## src/econ_clk_defines.vh

```
// register offsets, field positions, reset values and timing counts
// of the economy-clock and power-down controller; included by bare name
`ifndef ECON_CLK_DEFINES_VH
`define ECON_CLK_DEFINES_VH

// byte addresses on the register bus
`define OFS_PMR 4'h0
`define OFS_EXT_INTERRUPT_FLAG_REG 4'h4
`define OFS_STATUS 4'h8
`define OFS_POWER_CONTROL_REG 4'hc

// power management register fields
`define PMR_DIV_HI 7
`define PMR_DIV_LO 6
`define PMR_SWB 5
`define PMR_CRYSTAL_AMP_OFF 3
`define PMR_RESET 8'h40

// external interrupt flag register fields
`define EXT_INTERRUPT_FLAG_REG_SRC_SEL 3
`define EXT_INTERRUPT_FLAG_REG_SRC_IND 2
`define EXT_INTERRUPT_FLAG_REG_RC_WAKE 1

// status and power control fields
`define STATUS_XTAL_RDY 4
`define POWER_CONTROL_REG_PD 1
`define POWER_CONTROL_REG_IDLE 0

// divide codes and terminal counts of the machine-cycle counter
`define DIV_RSVD 2'b00
`define DIV_4 2'b01
`define DIV_64 2'b10
`define DIV_1024 2'b11
`define TERM_4 10'h003
`define TERM_64 10'h03f
`define TERM_1024 10'h3ff

// default crystal warm-up count in clocks
`define XTAL_WARMUP_DEFAULT 16384

// bus responses
`define RESP_OKAY 2'b00
`define RESP_SLVERR 2'b10

`endif

```

## src/machine_cycle_divider.v

```verilog
// machine-cycle enable generator: one aclk domain, no gated clocks
// assumes the parent holds reset for every reset source
`timescale 1ns/1ps
`include "econ_clk_defines.vh"

module machine_cycle_divider (
  input wire aclk,
  input wire rst,
  input wire run,
  input wire idle,
  input wire [1:0] divide,
  output wire machine_tick,
  output wire core_cycle_en,
  output wire periph_cycle_en
);

  reg [9:0] count;
  reg [9:0] term;

  always @*
  begin
    case (divide)
      `DIV_64: term = `TERM_64;
      `DIV_1024: term = `TERM_1024;
      default: term = `TERM_4;
    endcase
  end

  always @(posedge aclk)
  begin
    if (rst)
      count <= 10'h000;
    else if (run)
    begin
      if (count >= term)
        count <= 10'h000;
      else
        count <= count + 10'h001;
    end
  end

  assign machine_tick = run && (count >= term);
  assign core_cycle_en = machine_tick && !idle;
  // idle peripherals at clock/4, else core rate
  assign periph_cycle_en = idle ? (run && (count[1:0] == 2'b11)) : machine_tick;

endmodule // machine_cycle_divider

```

## src/economy_clock_and_power_down.v

```verilog
// economy clock rate, clock source and power-down controller
// assumes inputs synchronous to aclk; registers reached over AXI4-Lite
//
// Added by the designer: the address map and register access over AXI4-Lite.
`timescale 1ns/1ps
`include "econ_clk_defines.vh"

// Summary of operation
// - divide code picks 4, 64, 1024 clocks
// - peripherals follow core rate; idle runs clock/4
// - new divide applies after one instruction cycle
// - select bit picks crystal or RC oscillator
// - amp-off bit stops crystal while on RC
// - read-only indicator shows active clock source
// - source change applies after one instruction cycle
// - clear amp-off first; ready flag after warm-up
// - crystal select refused while not ready
// - switchback restores divide-by-4 on events
// - rx start-bit falling edge triggers switchback
// - transmit buffer write triggers switchback
// - serial interrupt flags do not affect switchback
// - divide writes ignored during serial activity with switchback on
// - every reset source forces divide-by-4
// - power-down bit halts clocks; RC oscillator keeps running if selected
// - power-down drives strobes low, port0 floats with external program memory
// - reset pin ends power-down, restart at zero
// - watchdog cannot wake from power-down
// - level external interrupt wakes, runs handler
// - rc-wake select wakes on RC, then crystal
module economy_clock_and_power_down #(
  parameter XTAL_WARMUP_CYCLES = `XTAL_WARMUP_DEFAULT
) (
  input wire aclk,
  input wire aresetn,
  input wire [3:0] s_axi_awaddr,
  input wire s_axi_awvalid,
  output wire s_axi_awready,
  input wire [31:0] s_axi_wdata,
  input wire [3:0] s_axi_wstrb,
  input wire s_axi_wvalid,
  output wire s_axi_wready,
  output reg [1:0] s_axi_bresp,
  output reg s_axi_bvalid,
  input wire s_axi_bready,
  input wire [3:0] s_axi_araddr,
  input wire s_axi_arvalid,
  output wire s_axi_arready,
  output reg [31:0] s_axi_rdata,
  output reg [1:0] s_axi_rresp,
  output reg s_axi_rvalid,
  input wire s_axi_rready,
  input wire rst_pin,
  input wire watchdog_reset,
  input wire power_fail_reset,
  input wire ext_int_ack,
  input wire [1:0] ext_int_n,
  input wire [1:0] ext_int_enable,
  input wire [1:0] ext_int_level_mode,
  input wire global_interrupt_enable,
  input wire serial_rx_enable,
  input wire serial_rx_line,
  input wire serial_tx_buffer_write,
  input wire serial_busy,
  input wire external_program_mem,
  output wire core_cycle_en,
  output wire periph_cycle_en,
  output reg core_reset,
  output reg wake_to_isr,
  output reg clock_source_indicator,
  output wire crystal_amp_enable,
  output wire rc_osc_enable,
  output wire ale_force_low,
  output wire program_store_strobe_force_low,
  output wire port0_float,
  output wire ports_hold_registers
);

  localparam ST_RUN = 3'b001;
  localparam ST_DOWN = 3'b010;
  localparam ST_WARM = 3'b100;

  reg [2:0] state;
  reg [1:0] divide_active;
  reg [1:0] divide_pend;
  reg divide_changed;
  reg switchback_enable;
  reg crystal_amp_off;
  reg clock_source_select;
  reg src_changed;
  reg rc_wake_select;
  reg auto_to_crystal;
  reg idle_bit;
  reg crystal_ready_flag;
  reg [15:0] warm_count;
  reg rx_line_prev;
  reg [3:0] aw_addr;
  reg aw_held;
  reg [31:0] w_data;
  reg [3:0] w_strb;
  reg w_held;
  reg [7:0] rd_byte;
  reg rd_hit;

  wire rst;
  wire powered_down;
  wire machine_tick;
  wire switchback;
  wire level_wake;
  wire wr_fire;
  wire wr_byte0;
  wire [7:0] wb;

  assign powered_down = (state == ST_DOWN) || (state == ST_WARM);

  // any reset source forces the defaults
  // watchdog reset is blocked in power-down
  assign rst = !aresetn || power_fail_reset || rst_pin || (watchdog_reset && !powered_down);

  // enabled level-mode interrupt held low, global enable set
  assign level_wake = global_interrupt_enable && |(~ext_int_n & ext_int_enable & ext_int_level_mode);

  // switchback on acknowledged interrupt or serial event
  // start-bit falling edge while reception enabled
  // any write to the transmit buffer
  // serial interrupt flags are not looked at
  assign switchback = switchback_enable && (ext_int_ack || serial_tx_buffer_write ||
                      (serial_rx_enable && rx_line_prev && !serial_rx_line));

  machine_cycle_divider divider (
    .aclk(aclk),
    .rst(rst),
    .run(state == ST_RUN),
    .idle(idle_bit),
    .divide(divide_active),
    .machine_tick(machine_tick),
    .core_cycle_en(core_cycle_en),
    .periph_cycle_en(periph_cycle_en)
  );

  // write channel: address and data taken in either order
  assign s_axi_awready = !aw_held && !s_axi_bvalid;
  assign s_axi_wready = !w_held && !s_axi_bvalid;
  assign wr_fire = (aw_held || s_axi_awvalid) && (w_held || s_axi_wvalid) && !s_axi_bvalid;
  wire [3:0] wr_addr = aw_held ? aw_addr : s_axi_awaddr;
  wire [31:0] wr_data = w_held ? w_data : s_axi_wdata;
  wire [3:0] wr_strb = w_held ? w_strb : s_axi_wstrb;
  assign wr_byte0 = wr_fire && wr_strb[0];
  assign wb = wr_data[7:0];

  always @(posedge aclk)
  begin
    if (!aresetn)
    begin
      aw_held <= 1'b0;
      w_held <= 1'b0;
      aw_addr <= 4'h0;
      w_data <= 32'h00000000;
      w_strb <= 4'h0;
      s_axi_bvalid <= 1'b0;
      s_axi_bresp <= `RESP_OKAY;
    end
    else
    begin
      if (wr_fire)
      begin
        aw_held <= 1'b0;
        w_held <= 1'b0;
        s_axi_bvalid <= 1'b1;
        s_axi_bresp <= (wr_addr == `OFS_PMR || wr_addr == `OFS_EXT_INTERRUPT_FLAG_REG || wr_addr == `OFS_STATUS ||
                        wr_addr == `OFS_POWER_CONTROL_REG) ? `RESP_OKAY : `RESP_SLVERR;
      end
      else
      begin
        if (s_axi_awvalid && s_axi_awready)
        begin
          aw_held <= 1'b1;
          aw_addr <= s_axi_awaddr;
        end
        if (s_axi_wvalid && s_axi_wready)
        begin
          w_held <= 1'b1;
          w_data <= s_axi_wdata;
          w_strb <= s_axi_wstrb;
        end
        if (s_axi_bvalid && s_axi_bready)
          s_axi_bvalid <= 1'b0;
      end
    end
  end

  // read channel
  assign s_axi_arready = !s_axi_rvalid;

  always @*
  begin
    rd_hit = 1'b1;
    rd_byte = 8'h00;
    case (s_axi_araddr)
      `OFS_PMR:
      begin
        rd_byte[`PMR_DIV_HI:`PMR_DIV_LO] = divide_active;
        rd_byte[`PMR_SWB] = switchback_enable;
        rd_byte[`PMR_CRYSTAL_AMP_OFF] = crystal_amp_off;
      end
      `OFS_EXT_INTERRUPT_FLAG_REG:
      begin
        rd_byte[`EXT_INTERRUPT_FLAG_REG_SRC_SEL] = clock_source_select;
        // indicator shows the source in use
        rd_byte[`EXT_INTERRUPT_FLAG_REG_SRC_IND] = clock_source_indicator;
        rd_byte[`EXT_INTERRUPT_FLAG_REG_RC_WAKE] = rc_wake_select;
      end
      `OFS_STATUS: rd_byte[`STATUS_XTAL_RDY] = crystal_ready_flag;
      `OFS_POWER_CONTROL_REG:
      begin
        rd_byte[`POWER_CONTROL_REG_PD] = powered_down;
        rd_byte[`POWER_CONTROL_REG_IDLE] = idle_bit;
      end
      default: rd_hit = 1'b0;
    endcase
  end

  always @(posedge aclk)
  begin
    if (!aresetn)
    begin
      s_axi_rvalid <= 1'b0;
      s_axi_rdata <= 32'h00000000;
      s_axi_rresp <= `RESP_OKAY;
    end
    else if (s_axi_arvalid && s_axi_arready)
    begin
      s_axi_rvalid <= 1'b1;
      s_axi_rdata <= {24'h000000, rd_byte};
      s_axi_rresp <= rd_hit ? `RESP_OKAY : `RESP_SLVERR;
    end
    else if (s_axi_rvalid && s_axi_rready)
      s_axi_rvalid <= 1'b0;
  end

  // crystal warm-up tracking
  // amp off in power-down, else only while running from RC
  // amp runs again in warm-up so the ready flag can rise
  assign crystal_amp_enable = (state != ST_DOWN) && !(crystal_amp_off && !clock_source_indicator);
  assign rc_osc_enable = !powered_down || !clock_source_indicator;

  always @(posedge aclk)
  begin
    if (rst)
    begin
      warm_count <= 16'h0000;
      crystal_ready_flag <= 1'b1;
    end
    else if (!crystal_amp_enable)
    begin
      warm_count <= 16'h0000;
      crystal_ready_flag <= 1'b0;
    end
    // ready flag set once warm-up has elapsed
    else if (!crystal_ready_flag)
    begin
      if (warm_count >= XTAL_WARMUP_CYCLES[15:0] - 16'h0001)
        crystal_ready_flag <= 1'b1;
      else
        warm_count <= warm_count + 16'h0001;
    end
  end

  // control registers, clock selection and power state
  always @(posedge aclk)
  begin
    if (rst)
    begin
      state <= ST_RUN;
      divide_active <= `DIV_4;
      divide_pend <= `DIV_4;
      divide_changed <= 1'b0;
      switchback_enable <= 1'b0;
      crystal_amp_off <= 1'b0;
      clock_source_select <= 1'b1;
      clock_source_indicator <= 1'b1;
      src_changed <= 1'b0;
      rc_wake_select <= 1'b0;
      auto_to_crystal <= 1'b0;
      idle_bit <= 1'b0;
      wake_to_isr <= 1'b0;
      rx_line_prev <= 1'b1;
    end
    else
    begin
      rx_line_prev <= serial_rx_line;
      wake_to_isr <= 1'b0;
      case (state)
        ST_RUN:
        begin
          // pending divide applied at next machine cycle
          if (divide_changed && machine_tick)
          begin
            divide_active <= divide_pend;
            divide_changed <= 1'b0;
          end
          // pending source applied at next machine cycle
          if (src_changed && machine_tick)
          begin
            clock_source_indicator <= clock_source_select;
            src_changed <= 1'b0;
          end
          // return to crystal once it is stable
          if (auto_to_crystal && crystal_ready_flag)
          begin
            clock_source_indicator <= clock_source_select;
            auto_to_crystal <= 1'b0;
          end
          if (ext_int_ack)
            idle_bit <= 1'b0;
          if (wr_byte0 && wr_addr == `OFS_PMR)
          begin
            switchback_enable <= wb[`PMR_SWB];
            crystal_amp_off <= wb[`PMR_CRYSTAL_AMP_OFF];
            // new code takes one of the three rates
            // reserved code leaves the setting alone
            // ignored during serial activity with switchback on
            if (wb[`PMR_DIV_HI:`PMR_DIV_LO] != `DIV_RSVD && !(switchback_enable && serial_busy))
            begin
              divide_pend <= wb[`PMR_DIV_HI:`PMR_DIV_LO];
              divide_changed <= 1'b1;
            end
          end
          if (wr_byte0 && wr_addr == `OFS_EXT_INTERRUPT_FLAG_REG)
          begin
            rc_wake_select <= wb[`EXT_INTERRUPT_FLAG_REG_RC_WAKE];
            if (!wb[`EXT_INTERRUPT_FLAG_REG_SRC_SEL] || crystal_ready_flag)
            begin
              clock_source_select <= wb[`EXT_INTERRUPT_FLAG_REG_SRC_SEL];
              src_changed <= 1'b1;
            end
          end
          if (wr_byte0 && wr_addr == `OFS_POWER_CONTROL_REG)
            idle_bit <= wb[`POWER_CONTROL_REG_IDLE] && !wb[`POWER_CONTROL_REG_PD];
          // power-down write is the last instruction
          if (wr_byte0 && wr_addr == `OFS_POWER_CONTROL_REG && wb[`POWER_CONTROL_REG_PD])
          begin
            state <= ST_DOWN;
            idle_bit <= 1'b0;
          end
          // switchback wins over a same-cycle divide write
          if (switchback)
          begin
            divide_active <= `DIV_4;
            divide_pend <= `DIV_4;
            divide_changed <= 1'b0;
          end
        end
        ST_DOWN:
        begin
          if (level_wake)
          begin
            if (rc_wake_select && clock_source_indicator)
            begin
              clock_source_indicator <= 1'b0;
              auto_to_crystal <= 1'b1;
              state <= ST_RUN;
              wake_to_isr <= 1'b1;
            end
            else if (clock_source_indicator)
              state <= ST_WARM;
            else
            begin
              state <= ST_RUN;
              wake_to_isr <= 1'b1;
            end
          end
        end
        ST_WARM:
        begin
          if (crystal_ready_flag)
          begin
            state <= ST_RUN;
            wake_to_isr <= 1'b1;
          end
        end
        default: state <= ST_RUN;
      endcase
    end
  end

  // any reset, reset pin included, restarts at address zero
  always @(posedge aclk)
  begin
    if (!aresetn)
      core_reset <= 1'b1;
    else
      core_reset <= rst;
  end

  assign ale_force_low = powered_down;
  assign program_store_strobe_force_low = powered_down;
  assign port0_float = powered_down && external_program_mem;
  assign ports_hold_registers = powered_down;

endmodule // economy_clock_and_power_down

```

## config.mk

```make
export PLATFORM = sky130hd
export DESIGN_NAME = economy_clock_and_power_down
export DESIGN_NICKNAME = d
export VERILOG_FILES = /design/src/machine_cycle_divider.v /design/src/economy_clock_and_power_down.v
export VERILOG_INCLUDE_DIRS = /design/src
export SDC_FILE = /design/constraint.sdc
export NUM_CORES = 1
export LEC_CHECK = 0
export BUFFER_PORTS_ARGS = -buffer_cell sky130_fd_sc_hd__buf_2
export CAP_MARGIN = 10
export CORE_MARGIN = 5
export CORE_UTILIZATION = 46
export CTS_BUF_LIST = sky130_fd_sc_hd__clkbuf_8 sky130_fd_sc_hd__clkbuf_16
export CTS_CLUSTER_SIZE = 25
export DETAILED_ROUTE_END_ITERATION = 10
export PLACE_DENSITY = 0.83
export SLEW_MARGIN = 10
export SYNTH_ARGS = -nofsm -noshare
export SYNTH_HDL_FRONTEND = slang
export SYNTH_SLANG_ARGS = --single-unit
```

## constraint.sdc

```tcl
create_clock -name aclk -period 2.4 [get_ports aclk]
set_clock_uncertainty 0.1 [all_clocks]
set_input_delay 0.36 -clock aclk [delete_from_list [all_inputs] [get_ports aclk]]
set_output_delay 0.36 -clock aclk [all_outputs]
set_load 0.1 [all_outputs]
```

==> flow_summary.toml <==
[critical_path]
maximum_fanout_count_along_the_critical_path = 4
critical_path_data_arrival_time_ns = 2.09
critPathKind = "reg2out"
critPathCaptureType = "primary output"
critPathLaunchType = "flop"
timing.critical_path.required_ns = 1.94

[clock_tree]
h-tree-depth = 3
tritoncts_clock_tree = "built"
insertion_delay_ns = 0.36
clock_buffer_depth = 2
cts_sinks = 71
cts-buffers-inserted = 9
clk_pin_slew_ns = 0.07
root_buffer = "clkbuf_8"

[timing]
hold-worst-slack_ns = 0.0994
final_setup_violating_endpoints = 2
post-route-min-period_ns = 2.55
max_freq_ghz = 0.393
finalSetupTns_ns = -0.210
final_min_period_over_clock_period_pct = 106
fin_ws_ns = -0.145
maxSlewHeadroom_pct = 60.4
grt_setup_unrepaired = "true"
maxSlewViolCount = 0
tightest_slew_ns = 0.589
timing.final.hold_violations = 0

[status]
violations = "setup timing"
status = "finished, violations left"

[yosys]
post_synth_and_or_nand_nor_area_fraction_pct = 27.4
synth_xor_area_share_pct = 5.08
synth.area.mux_share_pct = 5.90
mappedNetlistArea_mm2 = 0.00362
postSynthCellCount = 416
post_syn_area_per_cell_um2 = 8.71
ys_seq_elements = 71
ys.warnings.count = 0
synthDistinctLibCells = 59
synth_adder_area_share_pct = 2.07
synth-main-ff-cell = "dfxtp_1"
ys_async_sr_fraction_pct = 0
compound_cell_area_share_of_the_yosys_netlist_pct = 11.4
dominant_combinational_cell_family_by_area_after_synthesis = "simple AND/OR/NAND/NOR gates"
sequential_fraction_of_the_synthesis_area_pct = 39.2
synth_enable_flop_cells = 0

[pwr]
power-per-cell-area_mw_per_mm2 = 606
ir_drop_worst_vdd_uv = 419
power.static_leakage_nw = 1.82

[grt]
globalRouteOverflowTotal = 0
first_global_vias = 3086
grt_start_max_net_pins = 25
number_of_antenna_violations_at_the_first_check_in_global_routing = 0
grt_pass1_wl_mm = 14.1
globalRouteTotalUtil_pct = 17.7

[floorplanning]
floorplan.die.height_um = 98.8
die-area_mm2 = 0.00975
placeableCoreArea_mm2 = 0.00769
die_w_um = 98.8
rows = 32
design.portCount = 119
initial_core_utilization_pct = 47.1

[placement]
place_area_mm2 = 0.00415
preCtsSetupSlack_ns = 0.0672
gp_congestion = 0.793
numPortBuffers = 63
post-dp-hpwl_mm = 6.40

[layout]
fraction_of_layout_instances_using_a_drive_strength_above_1_pct = 26.8
area_growth_pct = 21.9
nets = 565
antenna_cells_inserted = 0
cell_area_after_layout_mm2 = 0.00442
filler_cell_count = 671

[drt]
drt.antenna.violating_nets = 0
drt_iter0_drc = 187
avgRoutedWirePerCell_um = 14.4
detail_route.first_pass.iterations = 4
wl_mm = 8.65
num_vias = 3157
detail_route.vias_per_cell = 5.27
drc_errors = 0

[run]
max_cap_violations = 0

[min_path]
hp-class = "in2reg"
-- critical path, stage by stage (launching register included) --
cell and delay (ns):
dfxtp_4 0.38, nand2_8 0.08, ha_4 0.27, nand4_1 0.15
nor3_2 0.26, buf_4 0.17, nor3_4 0.04, nor3_4 0.17
buf_12 0.21
-- synth_stat cells, drive strengths merged (2+ instances only) --
library cell  instances  area share [%]
or3                   3            0.66
or2                   3            0.52
a32oi                 2            0.48
mux2                  3            0.93
xnor2                 6             1.5
xor2                 15             3.6
nand4b                3            0.73
inv                  13             1.3
nand4                16             2.8
o22ai                 3            0.52
clkbuf               11             1.1
mux2i                18             5.0
nand2                28             2.9
nand3                12             1.7
nand3b                3            0.62
nor2                 41             4.2
and2                  6             1.0
nand2b                8             1.4
buf                  31             6.4
nor3                 13             1.8
a211oi                6             1.6
o21ai                13             1.8
nor4                  4            0.69
dfxtp                71              39
ha                    6             2.1
and3                 11             1.9
nor2b                17             2.9
and4                  4            0.97
or3b                  2            0.55
a21boi                2            0.41
a21oi                19             2.7
nor3b                 3            0.62
a22oi                 3            0.62
-- layer usage --
layer  vias up  part of all wire (%)  track usage [%]
met5         -                     0                0
met4         0                   2.1             7.56
met3        13                   5.7             3.89
li1       1566                     -                -
met1      1482                    42             21.0
met2        96                    51             30.6
-- cell families after synthesis --
group                    after synthesis
AND/OR/NAND/NOR                      181
buffers and inverters                 55
XOR/XNOR                              21
AO/OA/AOI/OAI                         60
adder cells (fa/ha/maj)                6
other                                  1
multiplexers                          21
flip-flops                            71
-- final timing paths --
check,endpoint,slack [ns],startpoint,depth (start not counted)
min,rx_line_prev$_SDFF_PP1_,0.1,serial_rx_line,2
min reg2reg,s_axi_rdata[4]$_SDFFE_PN0P_,0.37,s_axi_rdata[4]$_SDFFE_PN0P_,2
max,core_cycle_en,-0.15,divide_active[0]$_SDFFE_PP1P_,8
max reg2reg,divide_active[0]$_SDFFE_PP1P_,0.10,divide_active[0]$_SDFFE_PP1P_,9
-- layout by cell type (no fill, tap or decap), drive strengths merged, types with 8 or more instances in the layout --
cell,count
a21oi,19
nand2b,8
and3,11
conb,26
nor3,13
xor2,15
clkbuf,9
o21ai,13
nor2,41
nor2b,17
mux2i,18
inv,15
nand2,28
dfxtp,71
nand3,12
nand4,16
buf,82
-- power breakdown --
part | total (mW) | internal [mW] | switching, mW
Combinational | 0.497 | 0.102 | 0.395
Clock | 0.967 | 0.481 | 0.486
Sequential | 1.21 | 1.20 | 0.0156
-- what timing repair did --
| action | in CTS | in global routing |
|---|---|---|
| hold buffers | 0 | 0 |
| pin swaps | 11 | 5 |
| buffers inserted | 5 | 0 |
| setup endpoints to repair | 2 | 4 |
| resized for setup | 6 | 0 |
-- layout make-up --
type,count,area [um^2],area share (%)
repair buffers,82,488,11.0
well taps,102,128,2.89
inverters,13,48.8,1.10
clock buffers,9,124,2.80
multi-input cells,315,2130,48.1
clock inverters,7,72.6,1.64
flip-flops and latches,71,1430,32.4
-- per-stage QoR --
stage | cells | utilization [%] | power, mW
detailed placement | 580 | 54.0 | 1.73
global route | 599 | 57.5 | 2.77
global placement | 580 | 54.0 | 1.72
CTS | 599 | 57.5 | 2.68
floorplan | 441 | - | 1.68
finish | 599 | 57.5 | 2.68
-- state kept, by name, indices dropped and copies added (netlist names), 2 cells and up --
signal	count
warm_count	16
divider.count	10
s_axi_rdata	8
w_data	6
aw_addr	4
state	3
divide_active	2
divide_pend	2
No activity file was read; power rests on OpenSTA's default activity.
